==> config.mk <==
export PLATFORM = sky130hd
export DESIGN_NAME = pcsa_core
export DESIGN_NICKNAME = d
export VERILOG_FILES = /design/src/rtl/pcsa_pkg.sv /design/src/rtl/pcsa_stack.sv /design/src/rtl/pcsa_indirect.sv /design/src/rtl/pcsa_core.sv
export SDC_FILE = /design/constraint.sdc
export NUM_CORES = 1
export LEC_CHECK = 0
export ABC_AREA = 1
export BUFFER_PORTS_ARGS = -buffer_cell sky130_fd_sc_hd__clkbuf_2
export CAP_MARGIN = 20
export CORE_MARGIN = 4
export CORE_UTILIZATION = 51
export CTS_BUF_LIST = sky130_fd_sc_hd__clkbuf_8 sky130_fd_sc_hd__clkbuf_16
export CTS_CLUSTER_SIZE = 24
export DETAILED_ROUTE_END_ITERATION = 8
export HOLD_SLACK_MARGIN = 0.06
export PLACE_DENSITY = 0.87
export SLEW_MARGIN = 20
export SYNTH_ARGS = -nofsm -noshare
export SYNTH_HDL_FRONTEND = slang
export SYNTH_SLANG_ARGS = --single-unit
==> constraint.sdc <==
create_clock -name clk_i -period 2 [get_ports clk_i]
set_input_delay 0.2 -clock clk_i [delete_from_list [all_inputs] [get_ports clk_i]]
set_output_delay 0.2 -clock clk_i [all_outputs]
set_load 0.01 [all_outputs]
==> src/rtl/pcsa_pkg.sv <==
// pcsa_pkg: shared constants, structs and enums for the core address logic
// assumes a single 100 MHz core clock and a wishbone register window
package pcsa_pkg;
   // ==========================================================
   // widths
   localparam int PC_W = 13;
   localparam int DEPTH = 8;
   localparam int SP_W = 3;
   localparam int PAGE_W = 11;
   localparam int HI_W = 5;
   // ==========================================================
   // register word offsets (byte addresses on the wishbone bus)
   localparam logic [3:0] OFS_PCL = 4'h0;
   localparam logic [3:0] OFS_LATCH = 4'h4;
   localparam logic [3:0] OFS_INDIRECT_DATA_PORT = 4'h8;
   localparam logic [3:0] OFS_PTR = 4'hc;
   localparam logic [3:0] OFS_STAT = 4'h0;
   // ==========================================================
   // reset values and field positions
   localparam logic [PC_W-1:0] PC_RST = 13'h0000;
   localparam logic [7:0] BYTE_RST = 8'h00;
   localparam logic [7:0] INDIRECT_DATA_PORT_SELF = 8'h00;
   localparam int PAGE_BIT = 3;
   localparam logic [7:0] DATA_SIZE = 8'h80;
   // ==========================================================
   // core operation codes from the sequencer
   typedef enum logic [2:0] {
      PCSA_OP_NEXT = 3'h0,
      PCSA_OP_CALL = 3'h1,
      PCSA_OP_JUMP = 3'h2,
      PCSA_OP_INTR = 3'h3,
      PCSA_OP_RET = 3'h4,
      PCSA_OP_HOLD = 3'h5
   } pcsa_op_t;
   // bus write strobe bundle
   typedef struct packed {
      logic we;
      logic [3:0] adr;
      logic [7:0] dat;
   } pcsa_wr_t;
   // data memory access request
   typedef struct packed {
      logic rd;
      logic wr;
      logic [7:0] adr;
      logic [7:0] dat;
   } pcsa_mem_t;
endpackage : pcsa_pkg

==> src/rtl/pcsa_stack.sv <==
// pcsa_stack: circular return-address stack
// assumes push and pop are never asserted together
`timescale 1ns/1ps
module pcsa_stack
   import pcsa_pkg::*;
(
   // clock and reset
   input wire logic clk_i,
   input wire logic rst_i,
   // stack operations
   input wire logic push_i,
   input wire logic pop_i,
   input wire logic [PC_W-1:0] push_pc_i,
   output logic [PC_W-1:0] top_o
);
   // ==========================================================
   // storage and pointer
   logic [PC_W-1:0] mem_ff [DEPTH];
   logic [PC_W-1:0] nxt_mem [DEPTH];
   logic [SP_W-1:0] sp_ff;
   logic [SP_W-1:0] nxt_sp;

   // pointer wraps freely, no overflow flag by design
   always_comb
   begin
      nxt_mem = mem_ff;
      nxt_sp = sp_ff;
      if (push_i)
      begin
         nxt_mem[sp_ff] = push_pc_i;
         nxt_sp = sp_ff + 3'h1;
      end
      else if (pop_i)
      begin
         nxt_sp = sp_ff - 3'h1;
      end
   end

   always_ff @(posedge clk_i)
   begin
      if (rst_i)
      begin
         sp_ff <= 3'h0;
         for (int i = 0; i < DEPTH; i++)
         begin
            mem_ff[i] <= PC_RST;
         end
      end
      else
      begin
         sp_ff <= nxt_sp;
         mem_ff <= nxt_mem;
      end
   end

   // top of stack is the entry below the pointer
   assign top_o = mem_ff[sp_ff - 3'h1];
endmodule : pcsa_stack

==> src/rtl/pcsa_indirect.sv <==
// pcsa_indirect: maps the indirect data port onto the data memory
// assumes the pointer register lives in the top module
`timescale 1ns/1ps
module pcsa_indirect
   import pcsa_pkg::*;
(
   // pointer and access request
   input wire logic [7:0] ptr_i,
   input wire logic rd_i,
   input wire logic wr_i,
   input wire logic [7:0] wdat_i,
   // data memory side
   input wire logic [7:0] mem_rdat_i,
   output pcsa_mem_t mem_o,
   output logic [7:0] rdat_o
);
   // ==========================================================
   // redirect; the bank bit is not used so the pointer alone selects
   logic self_sel;
   assign self_sel = (ptr_i == INDIRECT_DATA_PORT_SELF);

   always_comb
   begin
      mem_o.adr = ptr_i;
      mem_o.dat = wdat_i;
      mem_o.rd = rd_i & ~self_sel;
      mem_o.wr = wr_i & ~self_sel;
      rdat_o = self_sel ? 8'h00 : mem_rdat_i;
   end
endmodule : pcsa_indirect

==> src/rtl/pcsa_core.sv <==
// pcsa_core: program counter, paging latch, return stack and indirect port
// assumes the sequencer issues one op per step and data memory reads same cycle
//
// Local design decisions: the register addresses and the Wishbone register port.
`timescale 1ns/1ps
module pcsa_core
   import pcsa_pkg::*;
(
   // clock and reset
   input wire logic clk_i,
   input wire logic rst_i,
   // wishbone slave
   input wire logic wb_cyc_i,
   input wire logic wb_stb_i,
   input wire logic wb_we_i,
   input wire logic [3:0] wb_adr_i,
   input wire logic [3:0] wb_sel_i,
   input wire logic [31:0] wb_dat_i,
   output logic [31:0] wb_dat_o,
   output logic wb_ack_o,
   output logic wb_err_o,
   // sequencer
   input wire logic step_i,
   input wire pcsa_op_t op_i,
   input wire logic [PAGE_W-1:0] target_i,
   // program fetch
   output logic [PC_W-1:0] fetch_pc_o,
   // data memory
   input wire logic [7:0] mem_rdat_i,
   output pcsa_mem_t mem_o
);
   // ==========================================================
   // state
   logic [PC_W-1:0] pc_ff;
   logic [PC_W-1:0] nxt_pc;
   logic [7:0] latch_ff;
   logic [7:0] nxt_latch;
   logic [7:0] ptr_ff;
   logic [7:0] nxt_ptr;
   logic ack_ff;
   logic nxt_ack;
   logic err_ff;
   logic nxt_err;
   logic [31:0] rdat_ff;
   logic [31:0] nxt_rdat;
   // ==========================================================
   // decode
   logic req;
   logic sel0;
   logic wr_pcl;
   logic ind_rd;
   logic ind_wr;
   logic [7:0] ind_rdat;
   logic push;
   logic pop;
   logic [PC_W-1:0] top;
   logic mapped;
   logic do_step;
   logic wr_latch;
   logic wr_ptr;

   // ==========================================================
   // helpers
   // small pure expressions; every input is an argument so that the
   // continuous assignments below see every change
   // one register word hit by a taken write; only lane 0 carries a byte, so a
   // write with lane 0 off is acked but changes nothing
   function automatic logic wr_hit(input logic take,
                                   input logic we,
                                   input logic lane,
                                   input logic [3:0] adr,
                                   input logic [3:0] ofs);
      return take & we & lane & (adr == ofs);
   endfunction : wr_hit

   // one register word hit by a taken read
   function automatic logic rd_hit(input logic take,
                                   input logic we,
                                   input logic [3:0] adr,
                                   input logic [3:0] ofs);
      return take & ~we & (adr == ofs);
   endfunction : rd_hit

   // the four words sit on word boundaries; any other address is refused
   function automatic logic is_mapped(input logic [3:0] adr);
      return (adr == OFS_PCL) | (adr == OFS_LATCH)
           | (adr == OFS_INDIRECT_DATA_PORT) | (adr == OFS_PTR);
   endfunction : is_mapped

   // a byte register read back in the low lane, upper lanes zero
   function automatic logic [31:0] rd_word(input logic [7:0] b);
      return {24'h000000, b};
   endfunction : rd_word

   // paged branch target: page bits from the latch, in-page bits from the op;
   // software must set the latch over the bus before any branch that leaves the page
   function automatic logic [PC_W-1:0] page_target(input logic [7:0] latch,
                                                   input logic [PAGE_W-1:0] tgt);
      return {latch[HI_W-1:PAGE_BIT+1], latch[PAGE_BIT], tgt};
   endfunction : page_target

   // ==========================================================
   // decode logic
   // new request only when no answer is outstanding, so a request held over
   // the ack cycle is not taken twice
   assign req = wb_cyc_i & wb_stb_i & ~ack_ff & ~err_ff;
   assign sel0 = wb_sel_i[0];
   assign mapped = is_mapped(wb_adr_i);
   assign wr_pcl = wr_hit(req, wb_we_i, sel0, wb_adr_i, OFS_PCL);
   assign wr_latch = wr_hit(req, wb_we_i, sel0, wb_adr_i, OFS_LATCH);
   assign wr_ptr = wr_hit(req, wb_we_i, sel0, wb_adr_i, OFS_PTR);
   assign ind_rd = rd_hit(req, wb_we_i, wb_adr_i, OFS_INDIRECT_DATA_PORT);
   assign ind_wr = wr_hit(req, wb_we_i, sel0, wb_adr_i, OFS_INDIRECT_DATA_PORT);
   // a software low-byte write wins over a same-cycle step, so the step is
   // dropped whole: no push or pop without its counter change
   assign do_step = step_i & ~wr_pcl;
   assign push = do_step & ((op_i == PCSA_OP_CALL) | (op_i == PCSA_OP_INTR));
   assign pop = do_step & (op_i == PCSA_OP_RET);

   // ==========================================================
   // return stack
   // no full or empty flag: a ninth nested call silently overwrites the
   // oldest return address, and a return on an empty stack yields whatever
   // the slot holds; keeping the nesting shallow is up to the software
   pcsa_stack u_stack (
      .clk_i(clk_i),
      .rst_i(rst_i),
      .push_i(push),
      .pop_i(pop),
      .push_pc_i(pc_ff),
      .top_o(top)
   );

   // ==========================================================
   // indirect port
   // the port holds no byte of its own; reads and writes go straight to data
   // memory at the pointer, and a zero pointer turns them into no-ops
   pcsa_indirect u_ind (
      .ptr_i(ptr_ff),
      .rd_i(ind_rd),
      .wr_i(ind_wr),
      .wdat_i(wb_dat_i[7:0]),
      .mem_rdat_i(mem_rdat_i),
      .mem_o(mem_o),
      .rdat_o(ind_rdat)
   );

   // ==========================================================
   // program counter; a software low-byte write beats the sequencer step
   // the counter only changes as a whole word, so the upper five bits are
   // never set from the bus on their own
   always_comb
   begin
      nxt_pc = pc_ff;
      if (wr_pcl)
      begin
         nxt_pc = {latch_ff[HI_W-1:0], wb_dat_i[7:0]};
      end
      else if (do_step)
      begin
         unique case (op_i)
            PCSA_OP_NEXT:
            begin
               nxt_pc = pc_ff + 13'h0001;
            end
            // both branch kinds stay inside the page the latch selects
            PCSA_OP_CALL,
            PCSA_OP_JUMP:
            begin
               nxt_pc = page_target(latch_ff, target_i);
            end
            // the stack takes the old counter in this same cycle
            PCSA_OP_INTR:
            begin
               nxt_pc = 13'h0004;
            end
            // the stacked word is a full address, so no page bit is needed
            PCSA_OP_RET:
            begin
               nxt_pc = top;
            end
            PCSA_OP_HOLD:
            begin
               nxt_pc = pc_ff;
            end
            // codes 6 and 7 are never issued; hold rather than jump anywhere
            default:
            begin
               nxt_pc = pc_ff;
            end
         endcase
      end
   end

   // ==========================================================
   // software registers; stack traffic never touches the latch
   always_comb
   begin
      nxt_latch = latch_ff;
      nxt_ptr = ptr_ff;
      // only the bus writes the latch; calls, returns and interrupts leave it
      // alone, so software must set the page bits before each far branch
      if (wr_latch)
      begin
         nxt_latch = wb_dat_i[7:0];
      end
      // the pointer is a plain byte; no bank bit is kept beside it
      if (wr_ptr)
      begin
         nxt_ptr = wb_dat_i[7:0];
      end
   end

   // ==========================================================
   // bus answer: one cycle after the request, err for unmapped words
   always_comb
   begin
      nxt_ack = req & mapped;
      nxt_err = req & ~mapped;
      nxt_rdat = rdat_ff;
      if (req & ~wb_we_i)
      begin
         unique case (wb_adr_i)
            // the upper counter bits have no read path; only the low byte shows
            OFS_PCL: nxt_rdat = rd_word(pc_ff[7:0]);
            OFS_LATCH: nxt_rdat = rd_word(latch_ff);
            OFS_INDIRECT_DATA_PORT: nxt_rdat = rd_word(ind_rdat);
            OFS_PTR: nxt_rdat = rd_word(ptr_ff);
            default: nxt_rdat = 32'h00000000;
         endcase
      end
   end

   // ==========================================================
   // program counter register; reset starts fetching at the bottom of
   // program memory
   always_ff @(posedge clk_i)
   begin
      if (rst_i)
      begin
         pc_ff <= PC_RST;
      end
      else
      begin
         pc_ff <= nxt_pc;
      end
   end

   // software registers; the pointer leaves reset at zero, so an early
   // indirect access hits the port itself and is harmless
   always_ff @(posedge clk_i)
   begin
      if (rst_i)
      begin
         latch_ff <= BYTE_RST;
         ptr_ff <= BYTE_RST;
      end
      else
      begin
         latch_ff <= nxt_latch;
         ptr_ff <= nxt_ptr;
      end
   end

   // bus answer registers; ack and err are single-cycle pulses, and the
   // read word holds until the next read replaces it
   always_ff @(posedge clk_i)
   begin
      if (rst_i)
      begin
         ack_ff <= 1'b0;
         err_ff <= 1'b0;
         rdat_ff <= 32'h00000000;
      end
      else
      begin
         ack_ff <= nxt_ack;
         err_ff <= nxt_err;
         rdat_ff <= nxt_rdat;
      end
   end

   // ==========================================================
   // outputs
   // bus and fetch outputs come straight from flip-flops; only the data
   // memory request is combinational, since that memory answers in the
   // same cycle and a register stage would cost a wait state on every read
   assign wb_ack_o = ack_ff;
   assign wb_err_o = err_ff;
   assign wb_dat_o = rdat_ff;
   assign fetch_pc_o = pc_ff;
endmodule : pcsa_core

==> impl_metrics.toml, run 1 <==
[floorplanning]
core-area_um2 = 14600
row_count = 44
die_h_um = 130
ios = 133
start_util_pct = 52.1
fp.dieW_um = 130
die_area_um2 = 16900

[global_route]
grt_start_max_net_pins = 123
grt-ovfl-total = 0
grt_pass1_vias = 7350
grt_usage_pct = 27.0
antenna_found_initial = 0
use_met1_pct = 34.2
grt_pass1_wl_mm = 36.3
top_usage_layer = "met2"
gr-usage-met3_pct = 6.02
met2_usage_pct = 43.6

[timing]
final.min_clock_period_ps = 1890
grt_setup_unrepaired = "no"
slew_headroom_pct = 45.9
finalHoldViolCount = 0
setup_viol = 0
slew_violations = 0
clock_skew_ps = 7.61
setup_tns_ps = 0
worst_pin_slew_ps = 809
max_freq_ghz = 0.529
fin_crit_sh_pct = 94.5

[setup_path]
critPathBufInv = 3
path_cells = "nor3_4 -> inv_1 -> nor2_2 -> clkinv_2 -> nor2_1 -> clkbuf_2"
startpoint_type = "flip-flop"
crit_path_max_incr_delay_ps = 340
worstPathRequired_ps = 1800
ff2ff_setup_slack_ps = 110
crit_family = "simple AND/OR/NAND/NOR gates"
cp.arrival_ps = 1690
endpoint_kind = "output port"
path_class = "flip-flop to output port"
crit_slowest_cell = "dfxtp_1"
crit_fanout = 9

[finish]
final-instance-count-excl-fill = 1405
area_growth_pct = 15.0
nets = 1280
regArea_um2 = 2930
fillCellCount = 1260
n_antenna_cell = 0
layout-drive-gt1-share_pct = 14.7
postLayoutCellArea_um2 = 8740
multiInputGateArea_um2 = 3880

[pwr]
power.density_nw_per_um2 = 824
ir_drop_mv = 0.519
p_leak_nw = 3.44
finalPower_mw = 7.20

[synthesis]
yosys.area_share.adder_pct = 0.494
synth_top_family_by_area = "simple AND/OR/NAND/NOR gates"
yosys_warnings = 0
syn_area_um2 = 7600
synth-seq-area-share_pct = 38.5
synthMuxAreaShare_pct = 0
synthCells = 1150
synth_seq_cells = 146
synthSimpleGateAreaFrac_pct = 31.7
syn_area_per_cell_um2 = 6.61
synth_cell_types = 28
synth-xor-area-share_pct = 0.807
synth_compound_area_share_pct = 16.6

[hold_path]
hold_class = "primary input to flip-flop"

[placed_design]
dp_hpwl_mm = 15.2
dpl_cell_area_um2 = 8100
dp_cells = 1372
io_buffer_count = 81
globalplace.congestion = 0.924

[clocking]
cts_tree = "built"
cts-root-buf = "clkbuf_16"
numClockSinks = 146
path_clk_slew_ps = 60
h-tree-depth = 4
clk_latency_ps = 420
clock_path_buffers = 2
cts_hold_buf = 0
cts_made_buffers = 17

[routing]
final_antenna_net_count = 0
viasPerCell = 5.78
dr.pass1.iters = 6
wl_per_cell_um = 16.6
finalWirelength_mm = 23.3
vias = 8121
drt_iter0_markers = 903
drc = 0

[job]
cap_violations = 0

[status]
status = "completed"
[cell type report]
class | count | area share (%)
repair buffers | 131 | 9.44
well taps | 184 | 2.63
inverters | 73 | 3.15
multi-input cells | 840 | 44.4
clock buffers | 20 | 5.34
clock inverters | 11 | 1.56
flip-flops and latches | 146 | 33.5
[layout by cell type, fill, tap and decap left out, types with 17 or more instances in the layout]
| cell type | synthesis | final |
|---|---|---|
| nand2_1 | 240 | 240 |
| nand3_1 | 165 | 165 |
| a21oi_1 | 149 | 149 |
| dfxtp_1 | 146 | 144 |
| nor2_1 | 134 | 134 |
| clkbuf_2 | 0 | 80 |
| o21ai_0 | 74 | 74 |
| inv_1 | 71 | 73 |
| buf_4 | 48 | 47 |
| conb_1 | 1 | 24 |
| clkbuf_16 | 0 | 17 |
[layer usage]
layer / vias up / share of wire [%] / wire length, um
li1: 3837 / - / -
met1: 3695 / 38 / 8880
met2: 506 / 48 / 11100
met3: 83 / 9.9 / 2300
met4: 0 / 4.3 / 1010
met5: - / 0 / 0
[logic make-up after synthesis]
family,after synthesis
AO/OA/AOI/OAI,243
other,1
AND/OR/NAND/NOR,563
adder cells (fa/ha/maj),3
XOR/XNOR,7
buffers and inverters,187
flip-flops,146
[power breakdown]
part	internal (mW)	switching [mW]
Clock	2.04	1.24
Sequential	2.94	0.0353
Combinational	0.298	0.651
Total	5.28	1.92
[through the flow]
step	hold slack [ps]	utilization, %	setup WS, ps
finish	120	59.9	111
global route	143	59.9	7.05
CTS	115	59.7	10.3
detailed placement	449	55.5	7.65
global placement	441	55.5	83.1
floorplan	392	-	56.8
[state kept, by name (all words and copies together), names as in the netlist]
name and cells:
fetch_pc_o 13, latch_ff 8, ptr_ff 8, u_stack.mem_ff 104
u_stack.sp_ff 3, wb_ack_o 1, wb_dat_o 8, wb_err_o 1
[worst reg2reg max path, delay by kind of cell, from the launching register on]
family           cells  cell delay, ps
AND/OR/NAND/NOR      6            1300
flip-flops           1             380
AO/OA/AOI/OAI        1              80
[synthesized netlist by cell type]
library cell    n  area, um2
nand2_1       240        901
nand3_1       165        826
a21oi_1       149        746
dfxtp_1       146       2920
nor2_1        134        503
o21ai_0        74        370
inv_1          71        267
clkbuf_1       50        188
buf_4          48        360
o211ai_1       13       97.6
buf_2           9       45.0
buf_1           6       22.5
nand2_2         6       37.5
o22ai_1         6       37.5
nand4_1         5       31.3
xor2_1          5       43.8
nor2_2          4       25.0
ha_1            3       37.5
nor3_1          3       15.0
clkinv_1        2       7.51
nor2_4          2       22.5
nor3_2          2       20.0
xnor2_1         2       17.5
buf_6           1       11.3
conb_1          1       3.75
nand2_4         1       11.3
nand3b_4        1       20.0
o221ai_1        1       8.76
[path summary, 6_finish.rpt]
kind / startpoint / endpoint / cells past startpoint
hold / removal: wb_dat_i[5] / ptr_ff[5]$_SDFFE_PP0P_ / 3
setup reg to reg: wb_ack_o$_SDFF_PP0_ / u_stack.mem_ff[41]$_SDFFE_PP0P_ / 7
setup / recovery: wb_ack_o$_SDFF_PP0_ / mem_o[17] / 6
hold reg to reg: u_stack.mem_ff[103]$_SDFFE_PP0P_ / u_stack.mem_ff[103]$_SDFFE_PP0P_ / 2
[timing repair]
item                                    in CTS  in global routing
setup buffers                                0                  2
pin swaps                                    0                  2
resized for setup                            2                  4
endpoints found under the setup margin       2                 12
Note: power is estimated with default switching activity, not from simulation.
==> inputs of run 2 (changes only) <==
ABC_AREA = 0   (was 1)
GPL_TIMING_DRIVEN = 0   (was not set)
==> run 2 against run 1 <==
Effect of this change: the flow now finishes with violations (setup timing); final area grew 5.6%; maximum frequency shrank 15%; critical path depth grew 5; sequential power is essentially flat; first-iteration DRC count shrank 6.1%.
==> impl_metrics.toml, run 2 <==
[clocking]
cts_made_buffers = 17
numClockSinks = 146
clock_path_buffers = 2
cts-root-buf = "clkbuf_16"
path_clk_slew_ps = 70
h-tree-depth = 4
clk_latency_ps = 440
cts_tree = "built"

[pwr]
internal_power_mw = 5.33
switchingPower_mw = 1.96
p_leak_nw = 3.68
power.density_nw_per_um2 = 790
sw_frac_of_total_pct = 26.9
clockPowerShare_pct = 45.6
finalPower_mw = 7.28
ir_drop_mv = 0.716
combPwrFrac_pct = 13.5
p_seq_share_pct = 40.9

[routing]
drt_iter0_markers = 848
wl_per_cell_um = 21.2
dr.pass1.iters = 8
finalWirelength_mm = 23.4
drc = 0
vias = 6710
viasPerCell = 6.09
final_antenna_net_count = 0

[timing]
setup_viol = 35
slew_headroom_pct = 46.1
grt_setup_unrepaired = "yes"
max_freq_ghz = 0.449
slew_violations = 0
clock_skew_ps = 11.0
hold_ws_ps = 65.9
setup_ws_ps = -227
finalHoldViolCount = 0
setup_tns_ps = -2620
worst_pin_slew_ps = 808
fin_crit_sh_pct = 111
final.min_clock_period_ps = 2230

[synthesis]
yosysTopAreaCell = "dfxtp_1"
synth_seq_cells = 146
syn_area_um2 = 7410
syn_area_per_cell_um2 = 9.76
synth_top_flop_cell = "dfxtp_1"
async_flop_share_pct = 0
synth_top_area_share_pct = 39.5
synth.top_cells.by_count = "dfxtp_1, nor2_1, mux2i_1"
yosys_warnings = 0
synth.area.top_cells = "dfxtp_1, mux2i_1, mux4_2"
synth_cell_types = 64
synthCells = 759
synth-seq-area-share_pct = 39.5
synth_most_common_cell = "dfxtp_1"
synth_edf_count = 0

[global_route]
grt_usage_pct = 26.7
grt_pass1_vias = 6164
grt-ovfl-total = 0
grt_pass1_wl_mm = 33.8
grt_start_max_net_pins = 17
antenna_found_initial = 0

[floorplanning]
row_count = 43
ios = 133
fp.dieW_um = 129
start_util_pct = 52.7
die_area_um2 = 16500
core-area_um2 = 14000
die_h_um = 129

[finish]
top_register = "u_stack.mem_ff"
nets = 979
layout_common_cells = "nor2_1, dfxtp_1, mux2i_1"
n_antenna_cell = 0
layout-drive-gt1-share_pct = 30.3
final-instance-count-excl-fill = 1101
regArea_um2 = 2930
area_growth_pct = 24.6
largest_register_ffs = 104
multiInputGateArea_um2 = 4150
fillCellCount = 988

[setup_path]
worstReg2RegStart = "u_stack.sp_ff[0]$_SDFFE_PP0P_"
r2r_end = "fetch_pc_o[10]$_SDFFE_PP0P_"
ff2ff_path_depth = 11
path_class = "flip-flop to flip-flop"
cp.arrival_ps = 2530
startpoint_type = "flip-flop"
crit_fanout = 6
endpoint_kind = "flip-flop"
worstPathRequired_ps = 2300
endpoint = "fetch_pc_o[10]$_SDFFE_PP0P_"
cp-startpoint = "u_stack.sp_ff[0]$_SDFFE_PP0P_"
ff2ff_setup_slack_ps = -230

[job]
cap_violations = 0

[placed_design]
globalplace.congestion = 0.959
dp_hpwl_mm = 15.1
dp_cells = 1043
io_buffer_count = 81

[status]
violations = "setup timing"
status = "finished with violations"

[hold_path]
hold_class = "primary input to flip-flop"
## run 2: critical path: stages (launching register included)
cell	delay, ps
dfxtp_4	370
buf_12	110
inv_8	30
ha_4	310
buf_12	150
buf_4	120
buf_12	110
mux4_2	340
nand3_2	100
o2111ai_1	130
o21ai_1	220
a21oi_1	90
## run 2: cell type report
type                            count  area share [%]
Buffer                             94            6.77
Clock buffer                       17            4.61
Clock inverter                     15            1.98
Inverter                            4           0.244
Multi-Input combinational cell    537            45.0
Sequential cell                   146            31.8
Tap cell                          180            2.44
Timing Repair Buffer              108            7.20
## run 2: how the worst min path moves through the flow
stage,to,startpoint,depth (start not counted)
2_1_floorplan,wb_ack_o$_SDFF_PP0_,wb_adr_i[1],1
3_3_place_gp,fetch_pc_o[10]$_SDFFE_PP0P_,latch_ff[2]$_SDFFE_PP0P_,2
3_5_place_dp,fetch_pc_o[9]$_SDFFE_PP0P_,latch_ff[1]$_SDFFE_PP0P_,2
4_1_cts,ptr_ff[3]$_SDFFE_PP0P_,wb_dat_i[3],3
5_1_grt,ptr_ff[2]$_SDFFE_PP0P_,wb_dat_i[2],3
6_report,ptr_ff[3]$_SDFFE_PP0P_,wb_dat_i[3],3
## run 2: repair_timing
| item | 4_1_cts | 5_1_grt |
|---|---|---|
| gates resized for setup | 27 | 20 |
| buffers inserted | 9 | 15 |
| pin swaps | 17 | 20 |
| cloned | 1 | 0 |
| hold buffers | 3 | 0 |
| endpoints found under the hold margin | 2 | 0 |
| endpoints found under the setup margin | 34 | 70 |
## run 2: power groups by stage
stage | clock, mW | sequential [mW] | combinational, mW
floorplan | 0 | 3.04 | 0.531
global placement | 0 | 3.04 | 0.772
detailed placement | 0 | 3.04 | 0.783
CTS | 3.32 | 2.98 | 0.879
global route | 3.45 | 2.98 | 1.02
finish | 3.32 | 2.98 | 0.981
## run 2: metal layers
layer | part of all wire (%) | GRT usage [%] | wire (um)
met5 | 0 | 0 | 0
met4 | 4.4 | 13.7 | 1020
met1 | 36 | 32.0 | 8500
met3 | 12 | 8.22 | 2890
met2 | 47 | 43.2 | 11000
## run 2: kinds of logic after synthesis
| logic type | synth area share (%) |
|---|---|
| and+or+nand+nor | 17.0 |
| buffers and inverters | 7.97 |
| muxes | 24.1 |
| xor gates and xnor gates | 1.42 |
| adders and majority gates | 0.507 |
| AOI/OAI and AO/OA | 9.49 |
| DFF | 39.5 |
| other | 0.0506 |
## run 2: per-stage QoR
stage,utilization (%),area [um2],setup slack [ps]
detailed placement,58.3,8190,-462
global route,65.7,9230,-261
CTS,64.3,9030,-149
finish,65.7,9230,-227
global placement,58.3,8190,-400
floorplan,-,7560,-14.3
